==> src/core/tcc_defs.vh <==
// Constants of the 8-bit timer compare-output block
//
// Operation
// - Nonzero compare output mode drives pin from compare output state, not port latch.
// - Pin direction stays with pin direction bit; state shows only when output.
// - Pin override depends only on compare output mode, not waveform mode.
// - Compare output state register is separate from the pin.
// - State can be set up before pin is output and holds its value.
// - Compare output mode zero leaves the state unchanged on a match.
// - New compare output mode acts first at the next match after the write.
// - In non-PWM modes a force strobe applies the action at once.
// - Only waveform mode selects counting; compare output mode never affects it.
// - In non-PWM modes compare output mode picks set, clear or toggle.
// - Waveform mode 0: counter only increments, wraps 0xff to 0x00.
// - Normal mode sets overflow flag in the tick the counter becomes zero.
// - Hardware only sets overflow flag; interrupt service clears it.
// - Normal mode accepts a counter write at any time.
// - Waveform mode 2 clears the counter when it equals the compare value.
// - Clear-on-match mode raises compare match flag each time top is reached.
// - Compare value writes are direct; a value below counter misses until wrap.
// - Mode 1 in clear-on-match toggles the state each match.
// - Toggle frequency is clock over 2 times prescale times one plus compare.
// - Clear-on-match mode sets overflow flag as counter passes max to zero; here not when compare is max and the match clear does the pass.
// - Match sets compare match flag at the timer tick; writing one clears.
// - A counter write blocks any match in the following timer tick.
// - Forced compare changes only the state; no flag, no counter change.
// - A counter write wins over hardware clear or count in that cycle.
`ifndef TCC_DEFS_VH
`define TCC_DEFS_VH

// Register offsets
`define TCC_ADDR_W 2
`define TCC_OFF_CTRL 2'h0
`define TCC_OFF_COUNT 2'h1
`define TCC_OFF_COMPARE 2'h2
`define TCC_OFF_FLAGS 2'h3

// Control register fields
`define TCC_CTRL_WAVE_LO 0
`define TCC_CTRL_WAVE_HI 1
`define TCC_CTRL_COM_LO 4
`define TCC_CTRL_COM_HI 5
`define TCC_CTRL_FORCE 7

// Flag register fields
`define TCC_FLAG_OVF 0
`define TCC_FLAG_CMP 1
`define TCC_FLAG_STATE 2

// Waveform modes
`define TCC_WAVE_NORMAL 2'h0
`define TCC_WAVE_PHASE 2'h1
`define TCC_WAVE_CLEAR 2'h2
`define TCC_WAVE_FAST 2'h3

// Compare output actions
`define TCC_COM_NONE 2'h0
`define TCC_COM_TOGGLE 2'h1
`define TCC_COM_CLEAR 2'h2
`define TCC_COM_SET 2'h3

// Counter limits and reset values
`define TCC_CNT_MAX 8'hff
`define TCC_CNT_BOTTOM 8'h00
`define TCC_RST_BYTE 8'h00

`endif

==> src/core/tcc_timer.v <==
// 8-bit timer with compare output, normal and clear-on-match modes
//
// Decided for this implementation: the strobed register port and the register offsets.
`timescale 1ns/1ns
`default_nettype none
`include "tcc_defs.vh"

// Register map, every register eight bits wide
//   ctrl     [1:0] waveform mode, [5:4] compare output mode
//            [7] force strobe, acted on in the write cycle and read back as zero
//   count    counter value; a write wins over clear and count and blocks a match in the next tick
//   compare  compare value, used at once since neither supported mode buffers it
//   flags    [0] overflow, [1] compare match, [2] compare output state (read only)
//            writing one to bit 0 or bit 1 clears that flag; a set in the same cycle wins
// Waveform modes 1 and 3 only count up and wrap here; their pulse shaping is not built.
// Read data, pin value and pin enable are registered, one cycle behind their source.
// The timer tick comes from the prescaler on this same clock and needs no synchroniser.
// Hazards for software:
//   a count write equal to the compare value loses that match and so one output edge
//   a compare write below the counter in clear-on-match mode costs a full wrap first
//   force acts only in normal and clear-on-match modes, with the mode bits written with it

module tcc_timer #(
  parameter WIDTH = 8
) (
  // Clock and reset
  input wire sys_clk,
  input wire rst_b,
  // Timer tick from the prescaler, one cycle, same clock domain
  input wire timerTick,
  // Register port
  input wire [`TCC_ADDR_W-1:0] regAddr,
  input wire [7:0] regWrData,
  input wire regWr,
  input wire regRd,
  output reg [7:0] regRdData,
  // Interrupt service acknowledges, one cycle each
  input wire ovfAck,
  input wire cmpAck,
  // Flags towards the interrupt logic
  output reg overflowFlag,
  output reg compareMatchFlag,
  // Port pin logic
  input wire portLatch,
  input wire pinDirectionBit,
  output reg pinOut,
  output reg pinOe
);

  // Software-visible state and the hidden match block
  reg [1:0] waveformMode_r;
  reg [1:0] compareOutputMode_r;
  reg [WIDTH-1:0] counterValue_r;
  reg [WIDTH-1:0] compareValue_r;
  reg compareOutputState_r;
  reg blockMatch_r;

  // Next values
  reg [1:0] waveformMode_nxt;
  reg [1:0] compareOutputMode_nxt;
  reg [WIDTH-1:0] counterValue_nxt;
  reg [WIDTH-1:0] compareValue_nxt;
  reg compareOutputState_nxt;
  reg blockMatch_nxt;
  reg overflowFlag_nxt;
  reg compareMatchFlag_nxt;
  reg [7:0] regRdData_nxt;
  reg pinOut_nxt;
  reg pinOe_nxt;

  // Decoded accesses
  wire wrCtrl;
  wire wrCount;
  wire wrCompare;
  wire wrFlags;
  wire forceStrobe;
  wire [1:0] wrWave;
  wire [1:0] wrCom;

  // Counter events
  wire modeNormal;
  wire modeClear;
  wire wrNonPwm;
  wire nonPwm;
  wire atMax;
  wire matchEq;
  wire matchHit;
  wire ctcClear;
  wire overflowHit;
  wire [WIDTH-1:0] counterInc;

  // Register write decode
  assign wrCtrl = regWr && (regAddr == `TCC_OFF_CTRL);
  assign wrCount = regWr && (regAddr == `TCC_OFF_COUNT);
  assign wrCompare = regWr && (regAddr == `TCC_OFF_COMPARE);
  assign wrFlags = regWr && (regAddr == `TCC_OFF_FLAGS);
  assign wrWave = regWrData[`TCC_CTRL_WAVE_HI:`TCC_CTRL_WAVE_LO];
  assign wrCom = regWrData[`TCC_CTRL_COM_HI:`TCC_CTRL_COM_LO];

  // Waveform mode decode, of the live mode and of the mode being written
  assign modeNormal = (waveformMode_r == `TCC_WAVE_NORMAL);
  assign modeClear = (waveformMode_r == `TCC_WAVE_CLEAR);
  assign wrNonPwm = (wrWave == `TCC_WAVE_NORMAL) || (wrWave == `TCC_WAVE_CLEAR);

  // Force only counts in non-PWM modes, judged on the mode being written
  assign forceStrobe = wrCtrl && regWrData[`TCC_CTRL_FORCE] && wrNonPwm;

  // Mode class and comparator
  assign nonPwm = modeNormal || modeClear;
  assign atMax = (counterValue_r == `TCC_CNT_MAX);
  // Live equality; a compare value below the counter is only met again after the wrap
  assign matchEq = (counterValue_r == compareValue_r);
  // A counter write blocks the match of the next tick
  assign matchHit = timerTick && matchEq && !blockMatch_r;
  // Counting depends on waveform mode alone
  assign ctcClear = matchHit && modeClear;
  // Passing max to zero overflows in every mode, except by a clear-on-match clear or a counter write
  assign overflowHit = timerTick && atMax && !ctcClear && !wrCount;
  // Plain increment; the wrap from max to bottom falls out of the width
  assign counterInc = counterValue_r + {{(WIDTH-1){1'b0}}, 1'b1};

  // Compare output action on a match or a force
  function actionResult;
    input [1:0] com;
    input cur;
    begin
      case (com)
        `TCC_COM_TOGGLE: actionResult = ~cur;
        `TCC_COM_CLEAR: actionResult = 1'b0;
        `TCC_COM_SET: actionResult = 1'b1;
        default: actionResult = cur;
      endcase
    end
  endfunction

  // Waveform mode bits
  always @* begin
    waveformMode_nxt = waveformMode_r;
    if (wrCtrl) begin
      waveformMode_nxt = wrWave;
    end
  end

  // Compare output mode bits, first used by the match after the write
  always @* begin
    compareOutputMode_nxt = compareOutputMode_r;
    if (wrCtrl) begin
      compareOutputMode_nxt = wrCom;
    end
  end

  // Compare value, written straight with no double buffer
  always @* begin
    compareValue_nxt = compareValue_r;
    if (wrCompare) begin
      compareValue_nxt = regWrData[WIDTH-1:0];
    end
  end

  // Counter: processor write first, then clear, then count
  always @* begin
    counterValue_nxt = counterValue_r;
    if (wrCount) begin
      counterValue_nxt = regWrData[WIDTH-1:0];
    end else if (ctcClear) begin
      counterValue_nxt = `TCC_CNT_BOTTOM;
    end else if (timerTick) begin
      counterValue_nxt = counterInc;
    end
  end

  // Match block armed by a counter write, spent on the next tick
  always @* begin
    blockMatch_nxt = blockMatch_r;
    if (wrCount) begin
      blockMatch_nxt = 1'b1;
    end else if (timerTick) begin
      blockMatch_nxt = 1'b0;
    end
  end

  // Compare output state, held apart from the pin
  always @* begin
    compareOutputState_nxt = compareOutputState_r;
    if (forceStrobe) begin
      compareOutputState_nxt = actionResult(wrCom, compareOutputState_r);
    end else if (matchHit && nonPwm) begin
      compareOutputState_nxt = actionResult(compareOutputMode_r, compareOutputState_r);
    end
  end

  // Overflow flag: set wins over an acknowledge or a write of one
  always @* begin
    overflowFlag_nxt = overflowFlag;
    if (ovfAck || (wrFlags && regWrData[`TCC_FLAG_OVF])) begin
      overflowFlag_nxt = 1'b0;
    end
    if (overflowHit) begin
      overflowFlag_nxt = 1'b1;
    end
  end

  // Compare match flag: set wins, and a forced compare never reaches it
  always @* begin
    compareMatchFlag_nxt = compareMatchFlag;
    if (cmpAck || (wrFlags && regWrData[`TCC_FLAG_CMP])) begin
      compareMatchFlag_nxt = 1'b0;
    end
    if (matchHit) begin
      compareMatchFlag_nxt = 1'b1;
    end
  end

  // Read mux; force strobe reads as zero, unmapped bits read zero
  always @* begin
    regRdData_nxt = `TCC_RST_BYTE;
    if (regRd) begin
      case (regAddr)
        `TCC_OFF_CTRL: begin
          regRdData_nxt[`TCC_CTRL_WAVE_HI:`TCC_CTRL_WAVE_LO] = waveformMode_r;
          regRdData_nxt[`TCC_CTRL_COM_HI:`TCC_CTRL_COM_LO] = compareOutputMode_r;
        end
        `TCC_OFF_COUNT: regRdData_nxt[WIDTH-1:0] = counterValue_r;
        `TCC_OFF_COMPARE: regRdData_nxt[WIDTH-1:0] = compareValue_r;
        `TCC_OFF_FLAGS: begin
          regRdData_nxt[`TCC_FLAG_OVF] = overflowFlag;
          regRdData_nxt[`TCC_FLAG_CMP] = compareMatchFlag;
          regRdData_nxt[`TCC_FLAG_STATE] = compareOutputState_r;
        end
        default: regRdData_nxt = `TCC_RST_BYTE;
      endcase
    end
  end

  // Pin value picks its source by compare output mode alone; direction from the port
  always @* begin
    pinOut_nxt = portLatch;
    if (compareOutputMode_r != `TCC_COM_NONE) begin
      pinOut_nxt = compareOutputState_r;
    end
    pinOe_nxt = pinDirectionBit;
  end

  // Waveform mode register
  always @(posedge sys_clk or negedge rst_b) begin
    if (!rst_b) begin
      waveformMode_r <= `TCC_WAVE_NORMAL;
    end else begin
      waveformMode_r <= waveformMode_nxt;
    end
  end

  // Compare output mode register
  always @(posedge sys_clk or negedge rst_b) begin
    if (!rst_b) begin
      compareOutputMode_r <= `TCC_COM_NONE;
    end else begin
      compareOutputMode_r <= compareOutputMode_nxt;
    end
  end

  // Counter register
  // Write, clear and count are already merged in its next value
  always @(posedge sys_clk or negedge rst_b) begin
    if (!rst_b) begin
      counterValue_r <= {WIDTH{1'b0}};
    end else begin
      counterValue_r <= counterValue_nxt;
    end
  end

  // Compare value register
  always @(posedge sys_clk or negedge rst_b) begin
    if (!rst_b) begin
      compareValue_r <= {WIDTH{1'b0}};
    end else begin
      compareValue_r <= compareValue_nxt;
    end
  end

  // Compare output state register, apart from the pin
  // It keeps its value across waveform mode changes
  always @(posedge sys_clk or negedge rst_b) begin
    if (!rst_b) begin
      compareOutputState_r <= 1'b0;
    end else begin
      compareOutputState_r <= compareOutputState_nxt;
    end
  end

  // Match block register
  // Armed by a counter write even while no tick comes
  always @(posedge sys_clk or negedge rst_b) begin
    if (!rst_b) begin
      blockMatch_r <= 1'b0;
    end else begin
      blockMatch_r <= blockMatch_nxt;
    end
  end

  // Overflow flag register
  // Only a set, an acknowledge or a write of one moves it
  always @(posedge sys_clk or negedge rst_b) begin
    if (!rst_b) begin
      overflowFlag <= 1'b0;
    end else begin
      overflowFlag <= overflowFlag_nxt;
    end
  end

  // Compare match flag register
  always @(posedge sys_clk or negedge rst_b) begin
    if (!rst_b) begin
      compareMatchFlag <= 1'b0;
    end else begin
      compareMatchFlag <= compareMatchFlag_nxt;
    end
  end

  // Read data register, zero outside the read slot
  always @(posedge sys_clk or negedge rst_b) begin
    if (!rst_b) begin
      regRdData <= `TCC_RST_BYTE;
    end else begin
      regRdData <= regRdData_nxt;
    end
  end

  // Pin value register
  // Stands one cycle behind the mode bits and the state it shows
  always @(posedge sys_clk or negedge rst_b) begin
    if (!rst_b) begin
      pinOut <= 1'b0;
    end else begin
      pinOut <= pinOut_nxt;
    end
  end

  // Pin enable register
  always @(posedge sys_clk or negedge rst_b) begin
    if (!rst_b) begin
      pinOe <= 1'b0;
    end else begin
      pinOe <= pinOe_nxt;
    end
  end

endmodule // tcc_timer
`default_nettype wire

==> config.mk <==
export PLATFORM = sky130hd
export DESIGN_NAME = tcc_timer
export DESIGN_NICKNAME = d
export VERILOG_FILES = /design/src/core/tcc_timer.v
export VERILOG_INCLUDE_DIRS = /design/src /design/src/core
export SDC_FILE = /design/constraint.sdc
export NUM_CORES = 1
export LEC_CHECK = 0
export ABC_AREA = 1
export BUFFER_PORTS_ARGS = -buffer_cell sky130_fd_sc_hd__buf_2
export CAP_MARGIN = 25
export CORE_MARGIN = 1
export CORE_UTILIZATION = 56
export CTS_CLUSTER_SIZE = 28
export DETAILED_ROUTE_END_ITERATION = 8
export GPL_TIMING_DRIVEN = 0
export PLACE_DENSITY = 0.79
export SYNTH_ARGS = -nofsm -noshare
export SYNTH_HDL_FRONTEND = slang
export SYNTH_SLANG_ARGS = --single-unit
==> constraint.sdc <==
create_clock -name sys_clk -period 1.7 [get_ports sys_clk]
set_input_delay 0.17 -clock sys_clk [delete_from_list [all_inputs] [get_ports sys_clk]]
set_output_delay 0.17 -clock sys_clk [all_outputs]
set_load 0.02 [all_outputs]
# Word level (Yosys, flattened, before mapping)
# Index checks and enable logic that the tools add are counted.
# totals
out_inout_bits	12
in_bits	19
wordCells	80
reg_bits	34
# op_classes
muxes	20
bitwise	1
n_addsub	1
n_reduce_logical	33
eq_ne	14
# op_table
cell	n
2-to-1 mux 8 bit	4
== test 2 bit, second input constant	8
logical AND 1 bit	15
nonzero test 2 bit	5
2-to-1 mux 1 bit	9
case mux 1 bit (3 select lines)	3
adder 8 x 1 -> 8 bit, second input constant	1
== test 8 bit	1
== test 8 bit, second input constant	1
case mux 2 bit (4 select lines)	1
== test 2 x 1 -> 1 bit, second input constant	3
logical NOT 2 bit	3
case mux 2 bit (3 select lines)	1
logical OR 1 bit	4
inequality test 4 x 1 -> 1 bit, second input constant	1
case mux 2 bit (2 select lines)	1
nonzero test 4 bit	1
logical NOT 1 bit	3
AND reduction 3 bit	1
nonzero test 3 bit	1
case mux 1 bit (2 select lines)	1
NOT 1 bit	1

# Depth between registers and ports, before layout
# logic_depth
word_depth	8
depth_mapped	12

# Worst setup path after synthesis
# No wires, ideal clock.
# synth_path
path_type	register -> register
startpoint	register counterValue_r[1]
endpoint	register counterValue_r[4]
path_slack_ps	455
stages_incl_launch_ff	6
t_arrival_ps	1124
synth_period_minus_slack_ps	1245
path_buffers	0
path_cell_list	dfrtp_1 ha_1 nand4_1 or2_2 nand3_1 a21oi_1
# synth_via
elab_chain_len	6
# synth_rtl
element	line_no	text
start: declaration	tcc_timer.v:53	reg [WIDTH-1:0] counterValue_r;
start signal: assignment	tcc_timer.v:266	counterValue_r <= {WIDTH{1'b0}};
start signal: assignment	tcc_timer.v:268	counterValue_r <= counterValue_nxt;
branches (longest 6 deep; another with adder 8 x 1 -> 8 bit)	-	
# Parallel ways; which one is timed is not known. The select of a mux whose other input is x is not followed.
# A chain may end at the register's enable or synchronous reset.

# Final worst setup path
# layout_path
startpoint	register counterValue_r[5]
endpoint	register counterValue_r[0]
# layout_via
elab_chain_len	6
# layout_rtl
element	line_no	text
== test 8 bit (*)	tcc_timer.v:112	assign matchEq = (counterValue_r == compareValue_r);
logical AND 1 bit (*) (2 in a row)	tcc_timer.v:114	assign matchHit = timerTick && matchEq && !blockMatch_r;
logical AND 1 bit (*)	tcc_timer.v:116	assign ctcClear = matchHit && modeClear;
2-to-1 mux 8 bit	tcc_timer.v:165	end else if (ctcClear) begin
2-to-1 mux 8 bit	tcc_timer.v:163	if (wrCount) begin
# Mark *: on every way between the ends. The rest lies on a longest branch, timed or not.

==> results.yml <==
cts:
  cts_inserted_buffers: 5
  post_cts_buffers: 0
  clock_latency_ps: 350
  cts-root-buf: "clkbuf_4"
  htree_levels: 2
  path_clk_slew_ps: 110
  clock_sinks: 34
  cts_tree: "done"
  clk_path_buf_depth: 2
critical_path:
  startpoint_type: "register"
  path_class: "register to register"
  critPathLaunch: "counterValue_r[5]"
  required_ps: 1930
  critPathMaxFanout: 9
  worstPathArrival_ps: 1670
  critPathCaptureType: "register"
  worst-r2r-setup-slack_ps: 260
  timing.rr.start: "counterValue_r[5]"
timing:
  worst_slack_ps: 262
  fmax_ghz: 0.695
  drv_slew: 0
  period_needed_ps: 1440
  hold_viol_final: 0
  period_share: 0.846
  totalNegativeSetupSlack_ps: 0
  fin_worst_skew_ps: 8.39
  setup_viol: 0
  rsz0062_at_grt: "no"
  tightestPinTransition_ps: 745
  relSlewSlack: 0.503
  whs_ps: 56.4
routing:
  drcViolationCount: 0
  drt_first_pass_iters: 4
  wl_um: 4620
  first_iter_violations: 147
  vias: 1745
  drtAntennaViolNets: 0
  wl_per_cell_um: 13.7
  via_per_inst: 5.18
synthesis:
  syn_inst: 253
  synth-seq-cells: 34
  synthesis.nets: 279
  seq_area_frac_synth: 0.440
  mappedNetlistArea_um2: 1940
  synth_warnings: 0
  avgSynthCellArea_um2: 7.65
  ys_types: 27
place:
  preCtsSetupSlack_ps: -9.95
  place.gp.congestion: 0.900
  io_buffers: 30
  dp_cells: 327
  dp_hpwl_um: 3470
pwr:
  ir_drop_v: 0.000617
  p_seq_frac: 0.454
  leakagePower_nw: 1.24
  p_int_w: 0.00153
  power_switching_w: 0.000924
  clkPwrFrac: 0.230
  combPwrFrac: 0.316
  swShare: 0.376
  power_density_nw_per_um2: 1100
cells_and_area:
  nFillCells: 281
  diodes: 0
  layout.cells.non_filler: 337
  nNetsFinal: 318
  syn_to_final_growth_pct: 15.7
  drive_above_1_share: 0.181
global_routing:
  grt_pass1_vias: 1651
  grt_usage: 0.293
  grt_pass1_wl_um: 7550
  grt_max_degree: 35
  antenna_found_initial: 0
  grt_overflow_total: 0
run_status:
  status: "finished clean"
floorplanning:
  dieArea_um2: 3700
  fp.dieH_um: 60.8
  ioPinCount: 31
  die_x_um: 60.8
  start_util: 0.614
  rows: 20
  coreArea_um2: 3150
hold_path:
  min_path_type: "primary input to register"
  min-delay-start: "cmpAck"
job:
  maxCapViolCount: 0
[cell usage after synthesis]
library cell	number	area share
nor3_4	1	0.0084
o211ai_1	1	0.0039
ha_1	7	0.045
nor3_1	1	0.0026
nand2_1	67	0.13
inv_2	1	0.0019
nor2_4	1	0.0058
buf_4	1	0.0039
inv_1	39	0.076
nor2_2	2	0.0065
dfrtp_1	34	0.44
nand4_4	1	0.011
o221ai_1	2	0.0091
nand2_2	3	0.0097
nor2_1	15	0.029
nand3b_1	2	0.0078
or2_2	1	0.0032
o21ai_1	1	0.0026
nand4_1	4	0.013
o21ai_0	22	0.057
a21oi_1	17	0.044
a31oi_1	2	0.0065
mux2_2	1	0.0058
buf_2	3	0.0078
clkbuf_1	2	0.0039
xor2_1	5	0.023
nand3_1	17	0.044
[kinds of logic after synthesis]
group           after synthesis  share of synthesized area
flops                        34                      0.440
mux                           1                    0.00582
fa+ha+maj                     7                     0.0452
simple gates                115                      0.271
compound gates               45                      0.123
xor+xnor                      5                     0.0226
buf+inv                      46                     0.0931
[flip-flops by register name, indices dropped and copies added (netlist names)]
signal                flops
waveformMode_r            2
blockMatch_r              1
compareMatchFlag          1
pinOe                     1
compareOutputState_r      1
regRdData                 8
compareOutputMode_r       2
counterValue_r            8
overflowFlag              1
pinOut                    1
compareValue_r            8
[timing repair]
action / 4_1_cts / 5_1_grt
endpoints found under the setup margin: 0 / 0
resized for setup: 0 / 0
hold buffers: 2 / 0
hold endpoints to repair: 35 / 0
[stage by stage]
stage | util | instance area, um2 | total power, W
2_1_floorplan | - | 1940 | 0.00167
3_3_place_gp | 0.679 | 2140 | 0.00187
3_5_place_dp | 0.679 | 2140 | 0.00190
4_1_cts | 0.710 | 2240 | 0.00246
5_1_grt | 0.710 | 2240 | 0.00264
6_report | 0.710 | 2240 | 0.00246
[critical path: stages, from the launching register on]
cell     delay, ps
dfrtp_1        430
inv_1          160
nand2_1         70
nand2_1         60
nand2_1         80
nor2_4         170
nand4_4        170
nand3_1        120
a21oi_1         80
[layout make-up]
cell class / instances / area (um2) / share of cell area
Multi-Input combinational cell: 173 / 905 / 0.404
Tap cell: 44 / 55.1 / 0.0246
Sequential cell: 34 / 851 / 0.380
Clock buffer: 8 / 78.8 / 0.0352
Buffer: 6 / 30.0 / 0.0134
Timing Repair Buffer: 32 / 170 / 0.0760
Inverter: 40 / 150 / 0.0670
[power by group through the flow]
stage	sequential (W)	combinational, W	clock, W
2_1_floorplan	0.00110	0.000561	0
3_3_place_gp	0.00112	0.000750	0
3_5_place_dp	0.00113	0.000771	0
4_1_cts	0.00111	0.000777	0.000574
5_1_grt	0.00113	0.000890	0.000613
6_report	0.00112	0.000776	0.000564
[path summary, 6_finish.rpt]
kind	endpoint	depth (start not counted)
worst max-delay path	counterValue_r[0]	8
worst min-delay path	compareMatchFlag	3
min in group asynchronous	compareValue_r[3]	2
worst max register to register	counterValue_r[0]	8
max in group asynchronous	counterValue_r[5]	2
worst min register to register	waveformMode_r[1]	2
[cell usage in the layout, fill, tap and decap left out, types with 2 or more instances in the layout]
| cell | netlist | layout |
|---|---|---|
| a21oi_1 | 17 | 17 |
| a31oi_1 | 2 | 2 |
| buf_2 | 3 | 33 |
| clkbuf_1 | 2 | 2 |
| clkbuf_4 | 0 | 5 |
| clkbuf_8 | 0 | 3 |
| dfrtp_1 | 34 | 34 |
| dlygate4sd3_1 | 0 | 2 |
| ha_1 | 7 | 7 |
| inv_1 | 39 | 39 |
| nand2_1 | 67 | 67 |
| nand2_2 | 3 | 3 |
| nand3_1 | 17 | 17 |
| nand3b_1 | 2 | 2 |
| nand4_1 | 4 | 4 |
| nor2_1 | 15 | 15 |
| nor2_2 | 2 | 2 |
| o21ai_0 | 22 | 22 |
| o221ai_1 | 2 | 2 |
| xor2_1 | 5 | 5 |
[per-layer routing]
metal / vias up / share of wire / global-route usage / wire, um
li1: 885 / - / - / -
met2: 68 / 0.48 / 0.482 / 2220
met5: - / 0 / 0 / 0
met3: 6 / 0.058 / 0.0704 / 270
met1: 786 / 0.45 / 0.377 / 2060
met4: 0 / 0.015 / 0.104 / 68
No activity file was read; power rests on OpenSTA's default activity.
